**src/rtl/aab_pkg.sv**
```systemverilog
package aab_pkg;

  ////////////////////////////////////////////////////////////////////////////
  // register offsets (byte addresses, one word each)
  localparam logic [11:0] OFS_CMD   = 12'h000; // write starts an operation
  localparam logic [11:0] OFS_WORK  = 12'h004; // work register
  localparam logic [11:0] OFS_STAT  = 12'h008; // flags
  localparam logic [3:0]  RPAGE_HI  = 4'h1;    // 0x100..0x1FC, 64 words
  localparam logic [5:0]  SPAGE_HI  = 6'h08;   // 0x200..0x23C, 16 words

  ////////////////////////////////////////////////////////////////////////////
  // page sizes
  localparam int unsigned RPAGE_DEPTH = 64;
  localparam int unsigned SPAGE_DEPTH = 16;
  localparam logic [5:0]  RPAGE_LAST  = 6'h3F;
  localparam logic [3:0]  SPAGE_LAST  = 4'hF;

  ////////////////////////////////////////////////////////////////////////////
  // status register bit positions
  localparam int unsigned STAT_Z  = 0;
  localparam int unsigned STAT_DC = 1;
  localparam int unsigned STAT_C  = 2;
  localparam int unsigned STAT_PD = 3; // halt_entered_flag
  localparam int unsigned STAT_TO = 4; // watchdog_expiry_flag

  ////////////////////////////////////////////////////////////////////////////
  // values after reset
  localparam logic [7:0]  WORK_RST = 8'h00;
  localparam logic        FLAG_RST = 1'b0;
  localparam logic        PD_RST   = 1'b1; // power-up reads 1
  localparam logic        TO_RST   = 1'b1; // power-up reads 1
  localparam logic [23:0] CMD_RST  = 24'h000000;

  ////////////////////////////////////////////////////////////////////////////
  // cycle counts
  localparam int unsigned OP_CYCLES  = 1; // every operation here
  localparam int unsigned RD_WAITS   = 1; // wait states on a bus read

  ////////////////////////////////////////////////////////////////////////////
  // operation codes
  typedef enum logic [3:0] {
    NOP_OP                    = 4'h0,
    REG_ADD_OP                = 4'h1,
    REG_ADD_WITH_CARRY_OP     = 4'h2,
    LITERAL_ADD_OP            = 4'h3,
    LITERAL_ADD_WITH_CARRY_OP = 4'h4,
    REG_AND_OP                = 4'h5,
    BIT_ZERO_OP               = 4'h6,
    WATCHDOG_RESTART_OP       = 4'h7,
    HALT_OP                   = 4'h8,
    SPAGE_WRITE_OP            = 4'h9,
    SPAGE_READ_OP             = 4'hA
  } aab_op_t;

  // command word, bits 23:0 of the write data
  typedef struct packed {
    logic [7:0] literal;
    logic [1:0] spare;
    logic [5:0] addr;
    logic [2:0] bit_sel;
    logic       dest;     // 0 work register, 1 addressed register
    aab_op_t    op;
  } aab_cmd_t;

  // adder result
  typedef struct packed {
    logic [7:0] sum;
    logic       nib_c;    // carry out of bit 3
    logic       c;        // carry out of bit 7
  } aab_sum_t;

  // bus slave states
  typedef enum logic [0:0] {
    BUS_IDLE = 1'b0,
    BUS_RD   = 1'b1
  } aab_bus_t;

endpackage : aab_pkg

```
**src/rtl/aab_adder.sv**
```systemverilog
`timescale 1ns/10ps
module aab_adder (
  input  wire logic [7:0]       a_i,
  input  wire logic [7:0]       b_i,
  input  wire logic             cin_i,
  output aab_pkg::aab_sum_t     res_o
);

  logic [4:0] low;
  logic [4:0] high;

  ////////////////////////////////////////////////////////////////////////////
  // two nibble adds so the digit carry falls out directly
  always_comb begin
    low  = {1'b0, a_i[3:0]} + {1'b0, b_i[3:0]} + {4'h0, cin_i};
    high = {1'b0, a_i[7:4]} + {1'b0, b_i[7:4]} + {4'h0, low[4]};
    res_o.sum   = {high[3:0], low[3:0]};
    res_o.nib_c = low[4];
    res_o.c     = high[4];
  end

endmodule : aab_adder

```
**src/rtl/aab_datapath.sv**
```systemverilog
`timescale 1ns/10ps
// Operation
// - for register add and register and, destination bit 0 writes the work register, 1 the addressed register
// - carry is 1 on add carry out of bit 7, else 0
// - register operands span 0x00 to 0x3F
// - special page spans 0x0 to 0xF
// - halt flag reads 1 after power-up or restart, 0 after halt
// - expiry flag 1 after power-up, restart or halt; 0 on timeout
// - register add with carry: reg plus work plus carry, flags, one cycle
// - register add: work plus reg, no carry-in, flags, one cycle
// - literal add with carry into work register, flags, one cycle
// - literal add into work register, no carry-in, flags, one cycle
// - register and to selected destination, zero flag only, one cycle
// - bit zero clears one bit 0..7, nothing else changes, one cycle
module aab_datapath (
  input  wire logic        clk_i,
  input  wire logic        rst_i,
  input  wire logic        hsel_i,
  input  wire logic [31:0] haddr_i,
  input  wire logic [1:0]  htrans_i,
  input  wire logic        hwrite_i,
  input  wire logic [2:0]  hsize_i,
  input  wire logic [31:0] hwdata_i,
  input  wire logic        hready_i,
  input  wire logic        wdt_timeout_i,
  output logic      [31:0] hrdata_o,
  output logic             hreadyout_o,
  output logic             hresp_o
);

  logic [7:0]           rpage [aab_pkg::RPAGE_DEPTH];
  logic [7:0]           spage [aab_pkg::SPAGE_DEPTH];
  logic [7:0]           work;
  logic                 z;
  logic                 dc;
  logic                 c;
  logic                 pd;
  logic                 to;
  logic [23:0]          last_cmd;
  aab_pkg::aab_bus_t    bus_st;
  logic                 wr_pend;
  logic                 ph_ok;
  logic [11:0]          ph_addr;
  logic                 addr_take;
  logic                 bus_wr;
  logic                 sel_cmd;
  logic                 sel_work;
  logic                 sel_stat;
  logic                 sel_rpage;
  logic                 sel_spage;
  logic [5:0]           bus_ridx;
  logic [3:0]           bus_sidx;
  logic                 exec;
  aab_pkg::aab_cmd_t    cmd;
  logic [7:0]           opnd;
  logic                 is_lit;
  logic                 is_adc;
  logic [7:0]           add_b;
  aab_pkg::aab_sum_t    add_res;
  logic [7:0]           next_work;
  logic                 next_z;
  logic                 next_dc;
  logic                 next_c;
  logic                 next_pd;
  logic                 next_to;
  logic                 rp_we;
  logic [5:0]           rp_idx;
  logic [7:0]           rp_wdata;
  logic                 sp_we;
  logic [31:0]          rd_mux;

  ////////////////////////////////////////////////////////////////////////////
  // address phase: only taken while the bus is ready
  assign addr_take = hsel_i && htrans_i[1] && hready_i;

  // bus slave state; reads take one wait so write data of the
  // previous transfer is already visible in the answer
  always_ff @(posedge clk_i or posedge rst_i) begin
    if (rst_i) begin
      bus_st      <= aab_pkg::BUS_IDLE;
      wr_pend     <= 1'b0;
      ph_addr     <= 12'h000;
      ph_ok       <= 1'b0;
      hreadyout_o <= 1'b1;
    end else begin
      wr_pend <= addr_take && hwrite_i;
      if (addr_take) begin
        ph_addr <= haddr_i[11:0];
        ph_ok   <= (haddr_i[31:12] == 20'h00000);
      end
      case (bus_st)
        aab_pkg::BUS_IDLE: begin
          if (addr_take && !hwrite_i) begin
            bus_st      <= aab_pkg::BUS_RD;
            hreadyout_o <= 1'b0;
          end
        end
        aab_pkg::BUS_RD: begin
          bus_st      <= aab_pkg::BUS_IDLE;
          hreadyout_o <= 1'b1;
        end
        default: begin
          bus_st      <= aab_pkg::BUS_IDLE;
          hreadyout_o <= 1'b1;
        end
      endcase
    end
  end

  // response is always okay; unmapped reads give zero
  always_ff @(posedge clk_i or posedge rst_i) begin
    if (rst_i) begin
      hresp_o <= 1'b0;
    end else begin
      hresp_o <= 1'b0;
    end
  end

  ////////////////////////////////////////////////////////////////////////////
  // data phase decode
  assign sel_cmd   = ph_ok && (ph_addr == aab_pkg::OFS_CMD);
  assign sel_work  = ph_ok && (ph_addr == aab_pkg::OFS_WORK);
  assign sel_stat  = ph_ok && (ph_addr == aab_pkg::OFS_STAT);
  assign sel_rpage = ph_ok && (ph_addr[11:8] == aab_pkg::RPAGE_HI);
  assign sel_spage = ph_ok && (ph_addr[11:6] == aab_pkg::SPAGE_HI);
  assign bus_ridx  = ph_addr[7:2];
  assign bus_sidx  = ph_addr[5:2];
  assign bus_wr    = wr_pend;

  // a command write executes in its own data phase cycle
  assign exec = bus_wr && sel_cmd;
  assign cmd  = aab_pkg::aab_cmd_t'(hwdata_i[23:0]);
  assign opnd = rpage[cmd.addr];

  ////////////////////////////////////////////////////////////////////////////
  // operand selection for the shared adder
  assign is_lit = (cmd.op == aab_pkg::LITERAL_ADD_OP) ||
                  (cmd.op == aab_pkg::LITERAL_ADD_WITH_CARRY_OP);
  assign is_adc = (cmd.op == aab_pkg::REG_ADD_WITH_CARRY_OP) ||
                  (cmd.op == aab_pkg::LITERAL_ADD_WITH_CARRY_OP);
  assign add_b  = is_lit ? cmd.literal : opnd;

  aab_adder u_adder (
    .a_i   (work),
    .b_i   (add_b),
    .cin_i (is_adc & c),
    .res_o (add_res)
  );

  ////////////////////////////////////////////////////////////////////////////
  // next state of work register, flags and page writes
  always_comb begin
    next_work = work;
    next_z    = z;
    next_dc   = dc;
    next_c    = c;
    next_pd   = pd;
    next_to   = to;
    rp_we     = 1'b0;
    rp_idx    = bus_ridx;
    rp_wdata  = hwdata_i[7:0];
    sp_we     = 1'b0;
    if (bus_wr && sel_work) begin
      next_work = hwdata_i[7:0];
    end
    if (bus_wr && sel_stat) begin
      next_z  = hwdata_i[aab_pkg::STAT_Z];
      next_dc = hwdata_i[aab_pkg::STAT_DC];
      next_c  = hwdata_i[aab_pkg::STAT_C];
    end
    if (bus_wr && sel_rpage) begin
      rp_we = 1'b1;
    end
    if (exec) begin
      rp_idx = cmd.addr;
      case (cmd.op)
        aab_pkg::REG_ADD_OP,
        aab_pkg::REG_ADD_WITH_CARRY_OP: begin
          next_z  = (add_res.sum == 8'h00);
          next_dc = add_res.nib_c;
          next_c  = add_res.c;
          if (cmd.dest) begin
            rp_we    = 1'b1;
            rp_wdata = add_res.sum;
          end else begin
            next_work = add_res.sum;
          end
        end
        aab_pkg::LITERAL_ADD_OP,
        aab_pkg::LITERAL_ADD_WITH_CARRY_OP: begin
          next_work = add_res.sum;
          next_z    = (add_res.sum == 8'h00);
          next_dc   = add_res.nib_c;
          next_c    = add_res.c;
        end
        aab_pkg::REG_AND_OP: begin
          next_z = ((work & opnd) == 8'h00);
          if (cmd.dest) begin
            rp_we    = 1'b1;
            rp_wdata = work & opnd;
          end else begin
            next_work = work & opnd;
          end
        end
        aab_pkg::BIT_ZERO_OP: begin
          rp_we    = 1'b1;
          rp_wdata = opnd & ~(8'h01 << cmd.bit_sel);
        end
        aab_pkg::WATCHDOG_RESTART_OP: begin
          next_pd = 1'b1;
          next_to = 1'b1;
        end
        aab_pkg::HALT_OP: begin
          next_pd = 1'b0;
          next_to = 1'b1;
        end
        aab_pkg::SPAGE_WRITE_OP: begin
          sp_we = 1'b1;
        end
        aab_pkg::SPAGE_READ_OP: begin
          next_work = spage[cmd.addr[3:0]];
        end
        default: begin
          next_work = work;
        end
      endcase
    end
    // expiry wins over a restart in the same cycle, the timeout is newer
    if (wdt_timeout_i) begin
      next_to = 1'b0;
    end
  end

  ////////////////////////////////////////////////////////////////////////////
  // work register and flags
  always_ff @(posedge clk_i or posedge rst_i) begin
    if (rst_i) begin
      work <= aab_pkg::WORK_RST;
      z    <= aab_pkg::FLAG_RST;
      dc   <= aab_pkg::FLAG_RST;
      c    <= aab_pkg::FLAG_RST;
    end else begin
      work <= next_work;
      z    <= next_z;
      dc   <= next_dc;
      c    <= next_c;
    end
  end

  // power state flags, reset stands for power-up
  always_ff @(posedge clk_i or posedge rst_i) begin
    if (rst_i) begin
      pd <= aab_pkg::PD_RST;
      to <= aab_pkg::TO_RST;
    end else begin
      pd <= next_pd;
      to <= next_to;
    end
  end

  // last command kept for read back
  always_ff @(posedge clk_i or posedge rst_i) begin
    if (rst_i) begin
      last_cmd <= aab_pkg::CMD_RST;
    end else if (exec) begin
      last_cmd <= hwdata_i[23:0];
    end
  end

  // page storage has no reset, contents start unknown
  always_ff @(posedge clk_i) begin
    if (rp_we) begin
      rpage[rp_idx] <= rp_wdata;
    end
    if (sp_we) begin
      spage[cmd.addr[3:0]] <= work;
    end
  end

  ////////////////////////////////////////////////////////////////////////////
  // read data, loaded at the end of the wait cycle
  always_comb begin
    rd_mux = 32'h00000000;
    if (sel_cmd) begin
      rd_mux = {8'h00, last_cmd};
    end else if (sel_work) begin
      rd_mux = {24'h000000, work};
    end else if (sel_stat) begin
      rd_mux = {27'h0000000, to, pd, c, dc, z};
    end else if (sel_rpage) begin
      rd_mux = {24'h000000, rpage[bus_ridx]};
    end else if (sel_spage) begin
      rd_mux = {24'h000000, spage[bus_sidx]};
    end
  end

  always_ff @(posedge clk_i or posedge rst_i) begin
    if (rst_i) begin
      hrdata_o <= 32'h00000000;
    end else if (bus_st == aab_pkg::BUS_RD) begin
      hrdata_o <= rd_mux;
    end
  end

  logic [8:0] ref_sum;
  logic [4:0] ref_nib;
  logic [7:0] ref_reg;
  logic       reg_math;
  logic       is_add;

  always_comb begin
    ref_sum = {1'b0, work} + {1'b0, add_b} + {8'h00, is_adc & c};
    ref_nib = {1'b0, work[3:0]} + {1'b0, add_b[3:0]} + {4'h0, is_adc & c};
    ref_reg = (cmd.op == aab_pkg::REG_AND_OP) ? (work & opnd) : ref_sum[7:0];
  end
  assign is_add   = exec && (cmd.op inside {aab_pkg::REG_ADD_OP,
                    aab_pkg::REG_ADD_WITH_CARRY_OP, aab_pkg::LITERAL_ADD_OP,
                    aab_pkg::LITERAL_ADD_WITH_CARRY_OP});
  assign reg_math = exec && (cmd.op inside {aab_pkg::REG_ADD_OP,
                    aab_pkg::REG_ADD_WITH_CARRY_OP, aab_pkg::REG_AND_OP});
endmodule : aab_datapath

```
**config.mk**
```make
export PLATFORM = sky130hd
export DESIGN_NAME = aab_datapath
export DESIGN_NICKNAME = d
export VERILOG_FILES = /design/src/rtl/aab_pkg.sv /design/src/rtl/aab_adder.sv /design/src/rtl/aab_datapath.sv
export SDC_FILE = /design/constraint.sdc
export NUM_CORES = 1
export LEC_CHECK = 0
export ABC_CLOCK_PERIOD_IN_PS = 11800
export BUFFER_PORTS_ARGS = -buffer_cell sky130_fd_sc_hd__buf_2
export CAP_MARGIN = 40
export CORE_MARGIN = 2
export CORE_UTILIZATION = 65
export CTS_BUF_LIST = sky130_fd_sc_hd__clkbuf_16
export DETAILED_ROUTE_END_ITERATION = 16
export GPL_TIMING_DRIVEN = 0
export PLACE_DENSITY = 0.83
export SLEW_MARGIN = 5
export SYNTH_ARGS = -nofsm -noshare
export SYNTH_HDL_FRONTEND = slang
export SYNTH_SLANG_ARGS = --single-unit
```
**constraint.sdc**
```tcl
create_clock -name clk_i -period 11.8 [get_ports clk_i]
set_clock_uncertainty 0.1 [all_clocks]
set_input_delay 1.77 -clock clk_i [delete_from_list [all_inputs] [get_ports clk_i]]
set_output_delay 1.77 -clock clk_i [all_outputs]
set_load 0.05 [all_outputs]
```
==> results.md <==
* Run status: complete, no violations
* Count of cells resized by post-cts repair at 0
* Transition time at the pin with the least slew margin at ~1.1 ns
* Die area at 55,100 um^2
* Number of sinks on the clock net at 717
* Post-synthesis sequential area ratio at 0.611
* Remaining Overflow, GRT at 0
* Final core utilization at 0.749
* Final layout net count at between 2,000 and 2,500
* Via Count at around 24,000
* Top flip-flop cell by instance count after synthesis: edfxtp_1
* Number of endpoints with negative hold slack in the final report at 0
* H-tree levels at 3
* Worst voltage drop across the vdd grid at 0.196 mV
* Number of design rule violations left after detail routing at 0
* Worst reg-to-reg path cell count at 21
* Layout Area Growth over Synthesis at 13.9%
* Cell leakage power at about 13 nW
* Root buffer selected by CTS: clkbuf_16
* Share of the synthesized area in the top cell type at 0.555
* RePlAce Congestion at 1.07
* Async set-reset flop share out of synthesis at 0.107
* Worst EP arrival at between 9 and 10 ns
* Top achievable clock speed at 106 MHz
* Largest net degree at the start of global routing at 41
* WL final at approximately 130,000 um
* Type of element capturing the critical path: flip-flop
* Total Negative Setup Slacks at 0 ns
* Total half-perimeter wirelength after legalization and detailed placement at 90,600 um
* Most common library cells after synthesis: 640 x edfxtp_1, 329 x mux4_2, 158 x nand2_1, 113 x nor2_1, 110 x mux2i_1
* Clock latency on the worst-skew pair at 0.64 ns
* PortBufs at 83
* Final worst path period share at 0.799
* Unrepaired setup endpoints after global routing: false
* Minimum setup slack among reg-to-reg paths at roughly 5.2 ns
* Die H at 235 um
* Final min period at 9.43 ns
* Hold Path Stages at 2
* FF-to-FF End: rpage[47][5]$_DFFE_PP_
* Ys Warns at 0
* Hold path startpoint: last_cmd[17]$_DFFE_PP0P_
* Count leader, synth: edfxtp_1
* Kind of critical path: in -> reg
* Cell family with most CP delay: buffers and inverters
* EDFF count, synth at 640
* Hold buffers post-CTS at 0
* TritonCTS clock tree: yes
* Core area at 52,700 um^2
* Data required time at the worst endpoint at 12.17 ns
* Kind of start point of the critical path: primary input
* Initial cell density of the core at 0.658
* Cell count after synthesis at 2,048
* Buffer depth of the longest clock path at 3
* Cell accounting for the most synthesized area: edfxtp_1
* Share of layout cells above drive strength 1 at 0.310
* Number of maximum-capacitance violations at 0
* Total Power at 6.22 mW
* Worst min path class: reg -> reg
* Mean cell area of the mapped netlist at between 15 and 20 um^2
* Antenna Nets Post-Route at 0
* Die width at 235 um
* Number of CTS-inserted buffers at 73
* Launch instance of the worst register-to-register path: rpage[19][0]$_DFFE_PP_
* Clock-pin slew of the registers on the worst-case setup and hold paths at 0.06 ns
* Largest driver fanout on the critical path at 22
* Gr usage total at 0.470
* # rows at 84
* Synth cell types at 72
* Number of endpoints failing setup at the final stage at 0
* Synthesized cell area at 34,600 um^2
* Synth area leaders: edfxtp_1 56%, mux4_2 21%, dfrtp_1 5.3%
* Number of slew-limit violations in the final report at 0
* Number of buffer and inverter instances along the worst setup path at 10
* Count of TritonRoute iterations in the first routing pass at 8
* Average wire length per cell after detail routing at 41.7 um
* Postcts setup bufs at 0
* Delay contributed by the slowest stage of the critical path at 0.68 ns
* Via count of the first global-routing pass at ~24,000
* Headroom to the max-slew limit at 0.272
* Library cell contributing the largest single delay on the critical path: o21ai_4
* Endpoint, Worst Hold: last_cmd[17]$_DFFE_PP0P_
* Initial antenna violation count at 11
* Drt initial violations at ~4,600
* Power density over the cells at 158 nW/um^2
* Synth Register Bits at 717
* I/O pin count at 109
* Post-detailed-route via-to-cell ratio at ~7.9
* Wire length of the first global-routing pass at 178,000 um
[cell type report]
class                   count  area [um^2]
diodes                      5         12.5
plain buffers             152          684
clock buffers              75         1880
clock inverters            55          409
fillers                  3011        13200
inverters                  35          134
multi-input cells        1152        12800
flip-flops and latches    717        21100
well taps                 688          861
repair buffers            182         1510
[cells by family (layout without fill, tap and decap cells)]
logic type               Yosys count  after routing  synth area share
multiplexers                     471            471             0.256
AND/OR/NAND/NOR                  379            379            0.0498
buffers and inverters            187            499            0.0235
other                              1             14          0.000108
flip-flops                       717            717             0.611
adder cells (fa/ha/maj)           10             10           0.00448
XOR/XNOR                           7              7           0.00177
AO/OA/AOI/OAI                    276            276            0.0533
[stage by stage]
stage               hold slack, ns  worst slack [ns]  cells  area, um^2
floorplan                    0.339              2.42   2056       34700
global placement             0.353             -3.42   2827       35900
CTS                          0.371              2.88   3046       39400
finish                       0.372              2.37   3061       39400
global route                 0.401              2.40   3057       39400
detailed placement           0.357              2.23   2916       37100
[layer usage]
layer	global-route usage	up-vias	routed length, um
met5	0	-	90
met2	0.685	2605	56300
met4	0.349	14	12100
met1	0.578	12000	39700
met3	0.178	648	19400
li1	-	8968	-
[placed cells by master, fill, tap and decap left out, types with 13 or more instances in the layout]
cell,count
a211oi_1,15
a21oi_1,41
a221oi_1,13
a22oi_1,16
buf_1,21
buf_2,140
buf_4,57
buf_6,20
buf_8,14
clkbuf_1,69
clkbuf_16,75
clkinv_1,14
clkinv_2,14
dfrtp_1,74
edfxtp_1,640
inv_1,46
mux2_2,32
mux2i_1,110
mux4_2,329
nand2_1,158
nand2b_1,16
nand3_1,13
nor2_1,113
o21ai_0,55
o22ai_1,32
[tightest hold or removal path, delay by kind of cell (launching register included)]
kind             cells  cell delay, ns
flip-flops           1            0.34
AND/OR/NAND/NOR      2            0.10
[worst max-delay path by stage]
stage                     start                      to  slack [ns]  cells after the start
finish              hwdata_i[9]  rpage[25][6]$_DFFE_PP_        2.37                     28
global route        hwdata_i[9]  rpage[24][6]$_DFFE_PP_        2.40                     28
CTS                 hwdata_i[9]  rpage[25][6]$_DFFE_PP_        2.88                     28
detailed placement  hwdata_i[9]  rpage[45][6]$_DFFE_PP_        2.23                     28
global placement    hwdata_i[9]  rpage[46][6]$_DFFE_PP_       -3.42                     25
floorplan           hwdata_i[9]   rpage[0][5]$_DFFE_PP_        2.42                     23
[registers in the layout, summed over array words and instances (netlist names)]
name         count
dc               1
hreadyout_o      1
bus_wr           1
rpage          512
c                1
spage          128
to               1
hrdata_o        24
pd               1
ph_ok            1
z                1
ph_addr         12
bus_st           1
last_cmd        24
work             8
[report_power, final]
| part | internal, mW | leakage (nW) | switching (mW) |
|---|---|---|---|
| logic | 0.439 | 5.40 | 0.720 |
| clock network | 1.25 | 1.18 | 1.01 |
| registers | 2.78 | 6.45 | 0.0219 |
| total | 4.46 | 13.0 | 1.75 |
(Power assumes the default switching activity.)
